--- config.mk ---
export PLATFORM = sky130hd
export DESIGN_NAME = itd_decoder
export DESIGN_NICKNAME = d
export VERILOG_FILES = /design/src/design/itd_pkg.sv /design/src/design/itd_ctx_if.sv /design/src/design/itd_sync.sv /design/src/design/itd_ctx_store.sv /design/src/design/itd_decoder.sv
export SDC_FILE = /design/constraint.sdc
export NUM_CORES = 1
export LEC_CHECK = 0
export BUFFER_PORTS_ARGS = -buffer_cell sky130_fd_sc_hd__buf_4
export CAP_MARGIN = 5
export CELL_PAD_IN_SITES_DETAIL_PLACEMENT = 0
export CELL_PAD_IN_SITES_GLOBAL_PLACEMENT = 2
export CORE_UTILIZATION = 25
export DETAILED_ROUTE_END_ITERATION = 6
export HOLD_SLACK_MARGIN = 0.06
export PLACE_DENSITY_LB_ADDON = 0.1
export SYNTH_ARGS = -nofsm -noshare
export SYNTH_HDL_FRONTEND = slang
export SYNTH_SLANG_ARGS = --single-unit
--- constraint.sdc ---
create_clock -name clk -period 2.54 [get_ports clk]
set_input_delay 0.127 -clock clk [delete_from_list [all_inputs] [get_ports clk]]
set_output_delay 0.127 -clock clk [all_outputs]
set_load 0.02 [all_outputs]
--- src/design/itd_pkg.sv ---
// constants for the interrupt and timer control instruction decoder
package itd_pkg;
	localparam int OPW = 10;
	localparam logic [9:0] DISABLE_INTERRUPTS_OP = 10'h004;
	localparam logic [9:0] ENABLE_INTERRUPTS_OP = 10'h005;
	localparam logic [9:0] SKIP_ON_EXT_REQUEST_OP = 10'h038;
	localparam logic [9:0] SKIP_ON_PIN_LEVEL_OP = 10'h03A;
	localparam logic [9:0] READ_IRQ_ENABLE_ONE_OP = 10'h054;
	localparam logic [9:0] READ_IRQ_ENABLE_TWO_OP = 10'h055;
	localparam logic [9:0] READ_PIN_CONTROL_OP = 10'h253;
	localparam logic [9:0] WRITE_IRQ_ENABLE_ONE_OP = 10'h03F;
	localparam logic [9:0] WRITE_IRQ_ENABLE_TWO_OP = 10'h03E;
	localparam logic [9:0] WRITE_PIN_CONTROL_OP = 10'h217;
	localparam logic [9:0] READ_TIMER_CTRL_ONE_OP = 10'h24B;
	localparam logic [9:0] READ_TIMER_CTRL_TWO_OP = 10'h24C;
	localparam logic [9:0] READ_TIMER_CTRL_THREE_OP = 10'h24D;
	localparam logic [9:0] WRITE_TIMER_CTRL_ONE_OP = 10'h20E;
	localparam logic [9:0] WRITE_TIMER_CTRL_TWO_OP = 10'h20F;
	localparam logic [9:0] WRITE_TIMER_CTRL_THREE_OP = 10'h210;
	localparam logic [9:0] READ_COUNT_STORE_OP = 10'h24F;
	localparam logic [9:0] WRITE_COUNT_STORE_OP = 10'h212;
	localparam logic [9:0] RETURN_FROM_INTERRUPT_OP = 10'h046;
	localparam logic [9:0] RETURN_SKIP_OP = 10'h045;
	localparam int PIN_POLARITY_POS = 2;
	localparam int COUNT_STORE_W = 2;
	localparam logic [3:0] REG_RESET = 4'h0;
	localparam logic [1:0] COUNT_RESET = 2'h0;
	localparam logic [1:0] ACC_UPPER_ZERO = 2'h0;
	typedef enum logic [2:0] {
		ITD_SKIP_IDLE = 3'b001,
		ITD_SKIP_ARMED = 3'b010,
		ITD_SKIP_HELD = 3'b100
	} itd_skip_t;
endpackage

--- src/design/itd_ctx_if.sv ---
// context carried between the decoder and its interrupt context store
`timescale 1ns/1ps
`default_nettype none
interface itd_ctx_if #(parameter int DP_W = 8);
	logic save;
	logic restore;
	logic [DP_W-1:0] dp;
	logic cy;
	logic skip;
	logic nop;
	logic [3:0] a;
	logic [3:0] b;
	logic [DP_W-1:0] saved_dp;
	logic saved_cy;
	logic saved_skip;
	logic saved_nop;
	logic [3:0] saved_a;
	logic [3:0] saved_b;
	modport core (output save, restore, dp, cy, skip, nop, a, b,
		input saved_dp, saved_cy, saved_skip, saved_nop, saved_a, saved_b);
	modport store (input save, restore, dp, cy, skip, nop, a, b,
		output saved_dp, saved_cy, saved_skip, saved_nop, saved_a, saved_b);
endinterface
`default_nettype wire

--- src/design/itd_sync.sv ---
// two-stage synchroniser for the external interrupt pin
`timescale 1ns/1ps
`default_nettype none
module itd_sync (
	input wire logic clk,
	input wire logic reset,
	input wire logic din,
	output logic dout
);
	logic stage_one;

	always_ff @(posedge clk) begin
		if (reset) begin
			stage_one <= 1'b0;
			dout <= 1'b0;
		end else begin
			stage_one <= din;
			dout <= stage_one;
		end
	end
endmodule
`default_nettype wire

--- src/design/itd_ctx_store.sv ---
// one-level context store filled on interrupt accept
`timescale 1ns/1ps
`default_nettype none
module itd_ctx_store #(parameter int DP_W = 8) (
	input wire logic clk,
	input wire logic reset,
	itd_ctx_if.store ctx
);
	always_ff @(posedge clk) begin
		if (reset) begin
			ctx.saved_dp <= '0;
			ctx.saved_cy <= 1'b0;
			ctx.saved_skip <= 1'b0;
			ctx.saved_nop <= 1'b0;
			ctx.saved_a <= 4'h0;
			ctx.saved_b <= 4'h0;
		end else if (ctx.save) begin
			ctx.saved_dp <= ctx.dp;
			ctx.saved_cy <= ctx.cy;
			ctx.saved_skip <= ctx.skip;
			ctx.saved_nop <= ctx.nop;
			ctx.saved_a <= ctx.a;
			ctx.saved_b <= ctx.b;
		end
	end
endmodule
`default_nettype wire

--- src/design/itd_decoder.sv ---
// interrupt and timer control instruction decoder and its registers
`timescale 1ns/1ps
`default_nettype none
// How it works
// RQ1 - opcode 0x004 clears the global interrupt enable flag in one cycle
// RQ2 - opcode 0x005 sets the global interrupt enable flag in one cycle
// RQ3 - opcode 0x038 skips the next instruction when the external request flag is 1
// RQ4 - a taken external request skip also clears that request flag
// RQ5 - opcode 0x03A skips when polarity bit is 1 and pin is high
// RQ6 - with polarity bit 0 opcode 0x03A skips only when pin is low
// RQ7 - opcodes 0x054, 0x055, 0x253 copy enable and pin control registers to accumulator
// RQ8 - opcodes 0x03F, 0x03E, 0x217 load accumulator into those control registers
// RQ9 - opcodes 0x24B, 0x24C, 0x24D copy timer control registers to accumulator
// RQ10 - opcodes 0x20E, 0x20F, 0x210 load accumulator into timer control registers
// RQ11 - opcode 0x24F copies count store register into accumulator bits 1 and 0
// RQ12 - that read forces accumulator bits 3 and 2 to zero
// RQ13 - opcode 0x212 writes accumulator bits 1 and 0 into count store register
// RQ14 - interrupt return restores pointer, carry, skip, nop status, A and B
// RQ15 - skipping subroutine return always suppresses the instruction after the call; the code loses the skip if irq_accept comes in the same cycle
// RQ16 - a skipped instruction is fetched but has no side effects at all
module itd_decoder
	import itd_pkg::*;
#(
	parameter int DP_W = 8
) (
	input wire logic clk,
	input wire logic reset,
	input wire logic instr_valid,
	input wire logic [9:0] instr,
	input wire logic [3:0] acc_in,
	input wire logic [3:0] b_in,
	input wire logic [DP_W-1:0] dp_in,
	input wire logic cy_in,
	input wire logic nop_in,
	input wire logic int_pin,
	input wire logic ext_request_set,
	input wire logic irq_accept,
	output logic [3:0] acc_out,
	output logic acc_load,
	output logic instr_executed,
	output logic skip_status,
	output logic global_irq_enable_flag,
	output logic external_request_flag,
	output logic [3:0] irq_enable_reg_one,
	output logic [3:0] irq_enable_reg_two,
	output logic [3:0] pin_control_reg,
	output logic [3:0] timer_ctrl_reg_one,
	output logic [3:0] timer_ctrl_reg_two,
	output logic [3:0] timer_ctrl_reg_three,
	output logic [1:0] count_store_reg,
	output logic restore_valid,
	output logic [DP_W-1:0] restore_dp,
	output logic restore_cy,
	output logic restore_nop,
	output logic [3:0] restore_a,
	output logic [3:0] restore_b
);
	itd_ctx_if #(.DP_W(DP_W)) ctx ();
	itd_skip_t skip_state;
	itd_skip_t next_skip_state;
	logic pin_level;
	logic exec;
	logic skip_cond;
	logic is_rti;
	logic pin_match;
	logic [3:0] next_acc;
	logic next_acc_load;

	function automatic logic op_is(input logic ok, input logic [9:0] code,
		input logic [9:0] want);
		op_is = ok && (code == want);
	endfunction

	itd_sync pin_sync (
		.clk(clk),
		.reset(reset),
		.din(int_pin),
		.dout(pin_level)
	);

	itd_ctx_store #(.DP_W(DP_W)) ctx_store (
		.clk(clk),
		.reset(reset),
		.ctx(ctx)
	);

	// a word fetched under an armed skip is a no-operation
	assign exec = instr_valid && !skip_status; // RQ16
	assign is_rti = op_is(exec, instr, RETURN_FROM_INTERRUPT_OP);
	assign pin_match = pin_control_reg[PIN_POLARITY_POS] ? pin_level : !pin_level; // RQ5 RQ6

	always_comb begin
		skip_cond = 1'b0;
		if (op_is(exec, instr, SKIP_ON_EXT_REQUEST_OP)) begin
			skip_cond = external_request_flag; // RQ3
		end else if (op_is(exec, instr, SKIP_ON_PIN_LEVEL_OP)) begin
			skip_cond = pin_match; // RQ5 RQ6
		end else if (op_is(exec, instr, RETURN_SKIP_OP)) begin
			skip_cond = 1'b1; // RQ15
		end
	end

	// interrupt accept arrives between instructions; it parks the skip status
	assign ctx.save = irq_accept;
	assign ctx.restore = is_rti;
	assign ctx.dp = dp_in;
	assign ctx.cy = cy_in;
	assign ctx.skip = skip_status;
	assign ctx.nop = nop_in;
	assign ctx.a = acc_in;
	assign ctx.b = b_in;

	always_comb begin
		next_skip_state = skip_state;
		case (skip_state)
			ITD_SKIP_IDLE: begin
				if (skip_cond) begin
					next_skip_state = ITD_SKIP_ARMED;
				end
			end
			// held is a skip put back by an interrupt return
			ITD_SKIP_ARMED, ITD_SKIP_HELD: begin
				if (instr_valid) begin
					next_skip_state = ITD_SKIP_IDLE;
				end
			end
			default: begin
				next_skip_state = ITD_SKIP_IDLE;
			end
		endcase
		if (irq_accept) begin
			next_skip_state = ITD_SKIP_IDLE;
		end else if (is_rti) begin
			// the very next word is the one the interrupt cut off, so no delay here
			next_skip_state = ctx.saved_skip ? ITD_SKIP_HELD : ITD_SKIP_IDLE; // RQ14
		end
	end

	always_ff @(posedge clk) begin
		if (reset) begin
			skip_state <= ITD_SKIP_IDLE;
		end else begin
			skip_state <= next_skip_state;
		end
	end

	assign skip_status = (skip_state != ITD_SKIP_IDLE);
	assign instr_executed = exec;

	always_ff @(posedge clk) begin
		if (reset) begin
			global_irq_enable_flag <= 1'b0;
		end else if (op_is(exec, instr, DISABLE_INTERRUPTS_OP)) begin
			global_irq_enable_flag <= 1'b0; // RQ1
		end else if (op_is(exec, instr, ENABLE_INTERRUPTS_OP)) begin
			global_irq_enable_flag <= 1'b1; // RQ2
		end
	end

	// a new request in the clearing cycle survives
	always_ff @(posedge clk) begin
		if (reset) begin
			external_request_flag <= 1'b0;
		end else if (ext_request_set) begin
			external_request_flag <= 1'b1;
		end else if (op_is(exec, instr, SKIP_ON_EXT_REQUEST_OP) && external_request_flag) begin
			external_request_flag <= 1'b0; // RQ4
		end
	end

	always_ff @(posedge clk) begin
		if (reset) begin
			irq_enable_reg_one <= REG_RESET;
			irq_enable_reg_two <= REG_RESET;
			pin_control_reg <= REG_RESET;
		end else begin
			if (op_is(exec, instr, WRITE_IRQ_ENABLE_ONE_OP)) begin
				irq_enable_reg_one <= acc_in; // RQ8
			end
			if (op_is(exec, instr, WRITE_IRQ_ENABLE_TWO_OP)) begin
				irq_enable_reg_two <= acc_in; // RQ8
			end
			if (op_is(exec, instr, WRITE_PIN_CONTROL_OP)) begin
				pin_control_reg <= acc_in; // RQ8
			end
		end
	end

	always_ff @(posedge clk) begin
		if (reset) begin
			timer_ctrl_reg_one <= REG_RESET;
			timer_ctrl_reg_two <= REG_RESET;
			timer_ctrl_reg_three <= REG_RESET;
			count_store_reg <= COUNT_RESET;
		end else begin
			if (op_is(exec, instr, WRITE_TIMER_CTRL_ONE_OP)) begin
				timer_ctrl_reg_one <= acc_in; // RQ10
			end
			if (op_is(exec, instr, WRITE_TIMER_CTRL_TWO_OP)) begin
				timer_ctrl_reg_two <= acc_in; // RQ10
			end
			if (op_is(exec, instr, WRITE_TIMER_CTRL_THREE_OP)) begin
				timer_ctrl_reg_three <= acc_in; // RQ10
			end
			if (op_is(exec, instr, WRITE_COUNT_STORE_OP)) begin
				count_store_reg <= acc_in[COUNT_STORE_W-1:0]; // RQ13
			end
		end
	end

	always_comb begin
		next_acc = acc_out;
		next_acc_load = 1'b1;
		if (op_is(exec, instr, READ_IRQ_ENABLE_ONE_OP)) begin
			next_acc = irq_enable_reg_one; // RQ7
		end else if (op_is(exec, instr, READ_IRQ_ENABLE_TWO_OP)) begin
			next_acc = irq_enable_reg_two; // RQ7
		end else if (op_is(exec, instr, READ_PIN_CONTROL_OP)) begin
			next_acc = pin_control_reg; // RQ7
		end else if (op_is(exec, instr, READ_TIMER_CTRL_ONE_OP)) begin
			next_acc = timer_ctrl_reg_one; // RQ9
		end else if (op_is(exec, instr, READ_TIMER_CTRL_TWO_OP)) begin
			next_acc = timer_ctrl_reg_two; // RQ9
		end else if (op_is(exec, instr, READ_TIMER_CTRL_THREE_OP)) begin
			next_acc = timer_ctrl_reg_three; // RQ9
		end else if (op_is(exec, instr, READ_COUNT_STORE_OP)) begin
			next_acc = {ACC_UPPER_ZERO, count_store_reg}; // RQ11 RQ12
		end else begin
			next_acc_load = 1'b0;
		end
	end

	always_ff @(posedge clk) begin
		if (reset) begin
			acc_out <= 4'h0;
			acc_load <= 1'b0;
		end else begin
			acc_out <= next_acc;
			acc_load <= next_acc_load;
		end
	end

	// restore values come from the store, pulse marks the cycle to take them
	always_ff @(posedge clk) begin
		if (reset) begin
			restore_valid <= 1'b0;
		end else begin
			restore_valid <= ctx.restore; // RQ14
		end
	end

	assign restore_dp = ctx.saved_dp;
	assign restore_cy = ctx.saved_cy;
	assign restore_nop = ctx.saved_nop;
	assign restore_a = ctx.saved_a;
	assign restore_b = ctx.saved_b;
endmodule
`default_nettype wire

# After elaboration in Yosys (flattened, before gate mapping)
# Cells that the tools add are included.
[totals]
reg_bits = 58
latch_bits = 0
ramBits = 0
romBits = 0
output_inout_bits = 54
n_memories = 0
[classes]
addsub = 0
multipliers = 0
n_div = 0
order_cmp = 0
eq_ne = 26
shifts = 0
mux = 25
bitwise = 0
reduce_logical = 30
[op_table]
columns = ["operator", "count"]
rows = [
  ["$eq 10x10->1 const B", 10],
  ["$eq 10x6->1 const B", 4],
  ["$eq 10x7->1 const B", 4],
  ["$mux 4", 7],
  ["$logic_and 1x1->1", 22],
  ["$eq 10x3->1 const B", 2],
  ["$mux 1", 13],
  ["$mux 3", 4],
  ["$reduce_bool 7->1", 1],
  ["$ne 3x3->1 const B", 2],
  ["$pmux 3 s2", 1],
  ["$reduce_or 2->1", 3],
  ["$eq 3x1->1 const B", 1],
  ["$eq 3x2->1 const B", 1],
  ["$eq 3x3->1 const B", 1],
  ["$ne 3x1->1 const B", 1],
  ["$logic_not 1->1", 2],
  ["$reduce_and 2->1", 1],
  ["$reduce_bool 2->1", 1],
]

# Depth between registers and ports, before layout
# Gate-level depths: netlist of the first run.
[depth]
ltp_word = 11
depth_mapped = 8
mapped_depth_nobuf = 7

# Modules after synthesis
# A second synthesis of the first run with hierarchy kept.
[hier_totals]
hier_cells = 301
hier_area_um2 = 2691.3
[modules_own_cells]
columns = ["mod", "n_inst", "cells_each", "area_each_um2", "seq_area_each_um2"]
rows = [
  ["itd_decoder", 1, 236, 1955.6, 740.7],
  ["itd_ctx_store", 1, 61, 683.2, 380.4],
  ["itd_sync", 1, 4, 52.6, 40.0],
]

# Worst setup path before layout of the first run
# Ideal clock, no wire load.
[synth_timing]
path_kind = "register to register"
from = "register skip_state[2]"
to = "register pin_control_reg[2]"
setup_time_ps = 128
t_arrival_ps = 1826
setup_slack_ps = 586
path_stages_with_launch = 8
n_path_buf = 1
synth_period_minus_slack_ps = 1954
path_cell_list = "dfxtp_1 > nand4bb_1 > inv_2 > nand4_1 > or4_1 > clkbuf_1 > mux2i_1 > nor2_1"
[synth_between]
elab_chain_cells = 4
[synth_rtl]
columns = ["element", "line_no", "text"]
rows = [
  ["from (decl)", "itd_decoder.sv:59", "itd_skip_t skip_state;"],
  ["from (signal assigned)", "itd_decoder.sv:143", "skip_state <= next_skip_state;"],
  ["$ne 3x1->1", "itd_decoder.sv:147", "assign skip_status = (skip_state != ITD_SKIP_IDLE);"],
  ["$logic_not 1->1", "itd_decoder.sv:88", "assign exec = instr_valid && !skip_status;"],
  ["$logic_and 1x1->1", "itd_decoder.sv:88", ""],
  ["named net instr_executed", "itd_decoder.sv:40", "output logic instr_executed,"],
  ["$logic_and 1x1->1", "itd_decoder.sv:71", "op_is = ok && (code == want);"],
  ["to (signal assigned)", "itd_decoder.sv:184", "pin_control_reg <= acc_in;"],
  ["to (decl)", "itd_decoder.sv:46", "output logic [3:0] pin_control_reg,"],
]
# The timed path passes the listed nets, and every way through them passes these cells.
# A chain may end at the register's enable or synchronous reset.

# Final worst setup path of the first run
[layout_timing]
from = "register skip_state[2]"
to = "register skip_state[1]"
[layout_between]
elab_chain_cells = 9
word_cells_on_any_way = 19
classes_between = "eq/ne: 6; mux: 5; reduce/logical: 8"
[layout_rtl]
columns = ["element", "line_no", "text"]
rows = [
  ["$ne 3x1->1", "itd_decoder.sv:147", ""],
  ["$logic_not 1->1", "itd_decoder.sv:88", ""],
  ["$logic_and 1x1->1", "itd_decoder.sv:88", ""],
  ["$logic_and 1x1->1", "itd_decoder.sv:71", ""],
  ["$mux 1", "itd_decoder.sv:98", "end else if (op_is(exec, instr, RETURN_SKIP_OP)) begin"],
  ["$mux 1", "itd_decoder.sv:96", "end else if (op_is(exec, instr, SKIP_ON_PIN_LEVEL_OP)) begin"],
  ["$mux 1", "itd_decoder.sv:94", "if (op_is(exec, instr, SKIP_ON_EXT_REQUEST_OP)) begin"],
  ["$ne 3x3->1 (no source line)", "--", ""],
  ["$reduce_and 2->1 (no source line)", "--", ""],
]
# Several ways; a longest one is shown, not always the timed one.

==> results.cfg, run 1 <==
[placement]
hpwl_mm = 6.05
dpl_cell_area_um2 = 3480
place.gp.congestion = 0.767
post-place-ws_ns = 0.378
portBuffers = 87

[finish]
antenna_cells = 0
largest_reg_flops = 8
final_util_pct = 37.1
drive_above_1_share_pct = 29.1
syn_to_final_growth_pct = 42.2
nets = 431
final_cell_area_um2 = 3860
regMostFlops = ctx_store.ctx.saved_dp

[synth]
synth_adder_area_share_pct = 0
synth_compound_area_share_pct = 9.87
yosys.area_share.simple_pct = 25.4
synthTopCellsByCount = nor2_1, dfxtp_1, mux2i_1, clkbuf_1, nand2_1
synth_xor_xnor_area_share_pct = 0.968
ys_seq_area_share_pct = 42.8
ys_ff_latch = 58
synthMuxAreaShare_pct = 17.3
yosysWarnings = 0
syn_area_um2 = 2710
synth_edf_count = 0
avgSynthCellArea_um2 = 9.05
synth.top_cell.area_share_pct = 42.8
synthDistinctLibCells = 57
synth_most_common_cell = nor2_1
yosysTopAreaCell = dfxtp_1
synth_area_leaders = dfxtp_1, mux2i_1, nor2_1
synth_fp_nets = 334
netlist_instances = 300
synth_top_family_by_area = simple AND/OR/NAND/NOR gates
async_reset_ff_share_pct = 0
synth_ff_type = dfxtp_1

[floorplan]
die_width_um = 106
design.core.area_um2 = 10400
ios = 88
dieArea_um2 = 11300
die_h_um = 106
std_cell_rows = 37
initial_utilization_pct = 26.1

[clock_tree]
clock-root-buffer = clkbuf_8
cts_sinks = 58
numCtsBuffers = 9
clk_pin_slew_ns = 0.07
cts_tree = yes
cts_htree_levels = 3
clk_latency_ns = 0.34
postCtsSetupRepairBufs = 0
cts_buffer_depth = 2

[worst_hold_path]
hp-start = acc_in[2]
min_to = timer_ctrl_reg_two[2]
min_path_cells = 3
hp-class = in -> reg

[setup_path]
cp_max_fo = 4
critical_path_class = reg -> reg
crit_path_start_kind = flop
r2r_start = skip_state[2]
critPathCaptureType = flop
reg2reg_depth = 6
required_ns = 2.80
reg2reg_to = skip_state[1]
rrSetupSlack_ns = 0.37
worst_ep_arrival_time_ns = 2.43

[status]
status = complete, no violations

[route]
dr.pass1.iters = 4
routed_wl_mm = 8.55
drc = 0
ant_nets = 0
viasPerCell = 4.65
wire_per_inst_um = 15.9
routed-via-count = 2503
first_iter_violations = 99

[timing]
min_period_ns = 2.17
tightest_slew_ns = 0.658
fin_crit_sh_pct = 85.5
max_slew_margin_pct = 56.1
finalSetupViolCount = 0
hold_viol = 0
setup_tns_ns = 0
worst_slack_ns = 0.368
rsz0062_at_grt = false
slew_violations = 0
fin_worst_skew_ns = 0.00887
fmax_ghz = 0.460

[global_route]
busiest_layer = met2
grt_usage_pct = 15.7
met1_usage_pct = 21.7
grtUsageMet2_pct = 22.7
grt_pass1_wl_mm = 13.3
gr-usage-met3_pct = 5.27
grt_max_degree = 59
antenna_found_initial = 0
grt_pass1_vias = 2414
grt-ovfl-total = 0

[power]
ir_worst_vdd_uv = 252
fin_total_pwr_mw = 2.13
powerDensity_nw_per_um2 = 552
p_leak_nw = 1.77

[job]
cap_violations = 0
==> logic make-up (layout without fill, tap and decap cells) <==
logic type / Yosys count / after routing
XOR/XNOR: 3 / 3
multiplexers: 47 / 47
flip-flops: 58 / 58
buffers and inverters: 26 / 128
AND/OR/NAND/NOR: 128 / 128
AO/OA/AOI/OAI: 38 / 38
==> critical path, stage by stage (launching register included) <==
cell	delay, ns
dfxtp_1	0.34
nand4bb_1	0.38
nor4_4	0.43
nor4b_4	0.30
o21ai_2	0.10
or3_1	0.33
a211oi_2	0.21
==> stage by stage <==
step | hold WS, ns | cells
after floorplan | 0.244 | 300
after global placement | 0.341 | 506
after detailed placement | 0.342 | 506
after CTS | 0.113 | 538
after global routing | 0.118 | 538
final | 0.132 | 538
==> routing by layer <==
metal	vias to the layer above	share of wire, %
met3	6	6.6
met5	-	0
met2	66	44
li1	1256	-
met4	0	1.0
met1	1175	48
==> placed cells by master, fill, tap and decap left out, types with 3 or more instances in the layout <==
master         count
or4b_4             3
inv_1              6
a21oi_1            8
dlygate4sd3_1     16
mux2i_1           47
dfxtp_1           58
nor2b_1            4
clkbuf_8          10
buf_4             89
nor2_1            61
nor3_1             8
nand3_1            7
o21ai_0            4
nand2_1           15
==> layout make-up <==
class / count / area (um2)
Clock buffer: 11 / 141
Clock inverter: 5 / 77.6
Fill cell: 1091 / 6560
Inverter: 7 / 26.3
Multi-Input combinational cell: 216 / 1460
Sequential cell: 58 / 1160
Tap cell: 136 / 170
Timing Repair Buffer: 105 / 828
==> how the worst max path moves through the flow <==
stage	slack (ns)	startpoint	depth (start not counted)	endpoint
2_1_floorplan	0.59	skip_state[2]	7	pin_control_reg[2]
3_3_place_gp	0.37	skip_state[2]	7	count_store_reg[0]
3_5_place_dp	0.38	skip_state[2]	6	skip_state[1]
4_1_cts	0.35	skip_state[2]	6	skip_state[1]
5_1_grt	0.15	skip_state[1]	7	count_store_reg[0]
6_report	0.37	skip_state[2]	6	skip_state[1]
==> where the power goes <==
part | leakage, nW | switching, mW | internal [mW]
combinational | 1.19 | 0.129 | 0.107
sequential | 0.472 | 0.0107 | 0.930
clock | 0.109 | 0.377 | 0.576
==> timing repair <==
item / in CTS / in global routing
hold buffers: 16 / 0
endpoints found under the setup margin: 0 / 0
gates resized for setup: 0 / 0
endpoints found under the hold margin: 16 / 0
Note: power is estimated with default switching activity, not from simulation.
==> run 2: changes to the inputs <==
--- a/config.mk
+++ b/config.mk
@@ -5,12 +5,12 @@
 export SDC_FILE = /design/constraint.sdc
 export NUM_CORES = 1
 export LEC_CHECK = 0
-export BUFFER_PORTS_ARGS = -buffer_cell sky130_fd_sc_hd__buf_4
 export CAP_MARGIN = 5
 export CELL_PAD_IN_SITES_DETAIL_PLACEMENT = 0
 export CELL_PAD_IN_SITES_GLOBAL_PLACEMENT = 2
 export CORE_UTILIZATION = 25
 export DETAILED_ROUTE_END_ITERATION = 6
+export DONT_BUFFER_PORTS = 1
 export HOLD_SLACK_MARGIN = 0.06
 export PLACE_DENSITY_LB_ADDON = 0.1
 export SYNTH_ARGS = -nofsm -noshare
==> run 2 against run 1 <==
  * Routed wire length grew 3.3%
  * Clock power shrank 8.3%
  * First-iteration DRC count grew 28%
  * Cell count shrank 12%
  * Clock-buffer cell count shrank 1
  * Global-route usage grew 0.86 points
==> results.cfg, run 2 (synthesis gave the netlist of run 1 again) <==
[setup_path]
critPathSlowestCell = dlygate4sd3_1
crit_path_start_kind = flop
r2r_start = skip_state[2]
required_ns = 2.77
crit_path_start = skip_state[2]
crit_chain = nand4bb_1 -> inv_2 -> buf_4 -> nand3_1 -> nor4_2 -> mux2i_1 -> dlygate4sd3_1 -> nor2_1
slowest_delay_ns = 0.56
cp_max_fo = 5
worst_ep_arrival_time_ns = 2.49
crit_buf_inv = 3
crit_family = buffers and inverters
critical_path_class = reg -> reg
critPathCaptureType = flop

[worst_hold_path]
hp-start = instr_valid
hp-class = in -> reg

[finish]
nets = 365
drive_above_1_share_pct = 10.7
layout_commonest_cell = nor2_1
layout_common_cells = nor2_1, dfxtp_1, mux2i_1
final_util_pct = 32.8
syn_to_final_growth_pct = 26.0
antenna_cells = 0
fillerInstances = 1116
largest_reg_flops = 8
final_cell_area_um2 = 3420
regMostFlops = ctx_store.ctx.saved_dp

[clock_tree]
clock-root-buffer = clkbuf_8
clk_pin_slew_ns = 0.07
clk_latency_ns = 0.34
numCtsBuffers = 9
cts_buffer_depth = 2
cts_sinks = 58
cts_tree = yes
cts_htree_levels = 3

[timing]
slew_violations = 0
max_slew_margin_pct = 41.6
fmax_ghz = 0.443
min_period_ns = 2.26
tightest_slew_ns = 0.873
finalSetupViolCount = 0
hold_viol = 0
rsz0062_at_grt = false
setup_tns_ns = 0
fin_crit_sh_pct = 88.9
fin_worst_skew_ns = 0.00713

[route]
drc = 0
dr.pass1.iters = 5
viasPerCell = 4.95
ant_nets = 0
routed-via-count = 2338
routed_wl_mm = 8.84
first_iter_violations = 127
wire_per_inst_um = 18.7

[placement]
hpwl_mm = 6.02
portBuffers = 0
dpl_cell_area_um2 = 2850
place.gp.congestion = 0.743

[power]
fin_total_pwr_mw = 1.99
ir_worst_vdd_uv = 257
powerDensity_nw_per_um2 = 583
p_leak_nw = 1.40

[floorplan]
design.core.area_um2 = 10400
die_h_um = 106
initial_utilization_pct = 26.1
dieArea_um2 = 11300
ios = 88
std_cell_rows = 37
die_width_um = 106

[global_route]
grt-ovfl-total = 0
grt_usage_pct = 16.5
grt_max_degree = 59
antenna_found_initial = 0
grt_pass1_vias = 2399
grt_pass1_wl_mm = 13.9

[job]
cap_violations = 0

[status]
status = complete, no violations
## run 2: changes by cell type in the layout (fill, tap and decap cells not counted), sizes merged
cell | previous run | this run
clkinvlp | 1 | 3
buf | 89 | 6
bufinv | 2 | 1
dlygate4sd3 | 16 | 33
clkbuf | 11 | 10
## run 2: path summary, 6_finish.rpt
path | slack (ns) | cells past startpoint | endpoint
worst min-delay path | 0.08 | 3 | skip_state[0]
worst max-delay path | 0.28 | 8 | global_irq_enable_flag
worst max register to register | 0.28 | 8 | global_irq_enable_flag
worst min register to register | 0.45 | 1 | pin_sync.dout
## run 2: power breakdown
| part | switching [mW] | leakage [nW] | internal [mW] |
|---|---|---|---|
| logic | 0.0746 | 0.830 | 0.0794 |
| clock network | 0.395 | 0.0945 | 0.479 |
| registers | 0.0358 | 0.472 | 0.930 |
| total | 0.506 | 1.40 | 1.49 |
## run 2: stage by stage
| step | instances | setup WS, ns | hold slack (ns) |
|---|---|---|---|
| 6_report | 472 | 0.281 | 0.0770 |
| 5_1_grt | 472 | 0.0860 | 0.110 |
| 4_1_cts | 472 | 0.143 | 0.0633 |
| 3_5_place_dp | 422 | 0.396 | 0.206 |
| 3_3_place_gp | 422 | 0.434 | 0.203 |
| 2_1_floorplan | 300 | 0.586 | 0.244 |
## run 2: area by class of cell
class                      count  area [um2]  share of cell area (%)
multi-input combinational    216        1460                    42.8
sequential                    58        1160                    34.0
timing repair buffer          39         395                    11.6
tap                          136         170                    4.98
clock buffer                  10         138                    4.03
clock inverter                 6        66.3                    1.94
inverter                       7        26.3                   0.769
## run 2: layer usage
metal,wire length (um),vias to the layer above,global-route usage (%),part of all wire [%]
met4,108,0,4.46,1.2
met2,3990,62,26.6,45
li1,-,1130,-,-
met1,4050,1136,20.4,46
met5,0,-,0,0
met3,685,10,6.50,7.8
## run 2: repair_timing
action	4_1_cts	5_1_grt
hold buffers	34	0
resized for setup	0	1
setup buffers	0	0
setup endpoints to repair	0	1
hold endpoints to repair	58	0
## run 2: tightest hold or removal path, cell delays in order
cell and delay (ns):
or3_1 0.12, a211oi_1 0.07, o21ai_0 0.07
==> run 3: changes to the inputs <==
==> constraint.sdc (replaced) <==
create_clock -name clk -period 2.54 [get_ports clk]
set_input_delay 0.381 -clock clk [delete_from_list [all_inputs] [get_ports clk]]
set_output_delay 0.381 -clock clk [all_outputs]
set_load 0.02 [all_outputs]
==> run 3 against run 2 <==
  * Sequential cell count is the same
  * Core utilization shrank 3.1 points
  * Worst hold slack improved by 0.029 ns
  * Register-to-register slack gained 0.13 ns
  * Maximum frequency grew 6.3%
  * Critical endpoint is now skip_state[1]
  * Highest routed layer unchanged
==> results.cfg, run 3 (synthesis gave the netlist of run 1 again) <==
[placement]
place.gp.congestion = 0.732
hpwl_mm = 6.09
portBuffers = 0
dpl_cell_area_um2 = 2870

[global_route]
grt_pass1_wl_mm = 12.9
antenna_found_initial = 0
grt_usage_pct = 15.4
grt_max_degree = 59
grt_pass1_vias = 2219
grt-ovfl-total = 0

[timing]
hold_viol = 0
slew_violations = 0
max_slew_margin_pct = 66.3
fin_crit_sh_pct = 83.7
fmax_ghz = 0.470
min_period_ns = 2.13
fin_worst_skew_ns = 0.0102
finalSetupViolCount = 0
setup_tns_ns = 0
rsz0062_at_grt = false
tightest_slew_ns = 0.502

[setup_path]
crit_path_start = skip_state[2]
cp_max_fo = 4
r2r_start = skip_state[2]
critPathCaptureType = flop
crit_buf_inv = 0
reg2reg_to = skip_state[1]
reg2reg_depth = 6
critPathSlowestCell = nor4_4
crit_family = simple AND/OR/NAND/NOR gates
slowest_delay_ns = 0.43
required_ns = 2.81
critical_path_class = reg -> reg
crit_chain = nand4bb_1 -> nor4_4 -> nor4b_4 -> o21ai_2 -> or3_1 -> a211oi_2
worst_ep_arrival_time_ns = 2.39
rrSetupSlack_ns = 0.41
crit_path_start_kind = flop

[worst_hold_path]
hp-start = irq_accept
hp-class = in -> reg
min_to = skip_state[1]
min_path_cells = 1

[clock_tree]
clk_pin_slew_ns = 0.07
post_cts_resize_count = 0
cts_tree = yes
cts_buffer_depth = 2
cts_htree_levels = 3
numCtsBuffers = 9
cts_sinks = 58
clock-root-buffer = clkbuf_8
hold_buffers = 0
postCtsSetupRepairBufs = 0
clk_latency_ns = 0.34

[power]
fin_total_pwr_mw = 2.07
p_leak_nw = 1.28
powerDensity_nw_per_um2 = 669
ir_worst_vdd_uv = 253

[finish]
drive_above_1_share_pct = 11.2
syn_to_final_growth_pct = 14.2
layout_commonest_cell = nor2_1
layout_common_cells = nor2_1, dfxtp_1, mux2i_1
final_cell_area_um2 = 3100
regMostFlops = ctx_store.ctx.saved_dp
antenna_cells = 0
largest_reg_flops = 8
multi_input_area_um2 = 1460
regArea_um2 = 1160
fillerInstances = 1110
nets = 333

[route]
dr.pass1.iters = 7
drc = 0
routed_wl_mm = 8.40
first_iter_violations = 95
ant_nets = 0
viasPerCell = 4.86
routed-via-count = 2140
wire_per_inst_um = 19.1

[floorplan]
die_width_um = 106
die_h_um = 106
ios = 88
std_cell_rows = 37
design.core.area_um2 = 10400
initial_utilization_pct = 26.1
dieArea_um2 = 11300

[job]
cap_violations = 0

[status]
status = complete, no violations
-- run 3: worst register-to-register path: cells and delay by family, from the launching register on --
family           cells  cell delay (ns)
flip-flops           1             0.34
AND/OR/NAND/NOR      4             1.41
AO/OA/AOI/OAI        2             0.30
-- run 3: area by class of cell --
cell class / instances / area share (%)
clock inverters: 5 / 3.31
inverters: 7 / 0.848
well taps: 136 / 5.49
multi-input cells: 216 / 47.0
flip-flops and latches: 58 / 37.5
clock buffers: 11 / 4.24
repair buffers: 7 / 1.70
-- run 3: how the worst max path moves through the flow --
stage | endpoint | slack (ns) | depth (start not counted)
after detailed placement | acc_out[0] | 0.31 | 6
after floorplan | acc_out[1] | 0.47 | 6
after global routing | count_store_reg[1] | 0.20 | 7
final | skip_state[1] | 0.41 | 6
after CTS | skip_state[1] | 0.38 | 6
after global placement | acc_out[0] | 0.33 | 6
-- run 3: power breakdown --
group,leakage (nW),total (mW),internal [mW],switching [mW]
Sequential,0.472,0.965,0.930,0.0353
Combinational,0.697,0.0743,0.0395,0.0348
Clock,0.114,1.03,0.651,0.382
Total,1.28,2.07,1.62,0.452
-- run 3: through the flow --
step / cells / utilization [%] / hold WS, ns / worst slack [ns]
after detailed placement: 424 / 27.5 / 0.423 / 0.309
final: 440 / 29.8 / 0.106 / 0.414
after floorplan: 300 / - / 0.414 / 0.467
after global placement: 424 / 27.5 / 0.426 / 0.325
after CTS: 440 / 29.8 / 0.0840 / 0.376
after global routing: 440 / 29.8 / 0.0733 / 0.198
-- run 3: metal layers --
layer	vias to the layer above	routed length (um)	global-route usage [%]
met1	1003	3960	19.9
met2	65	3640	22.7
met4	0	122	5.06
met5	-	0	0
met3	10	681	6.99
li1	1062	-	-
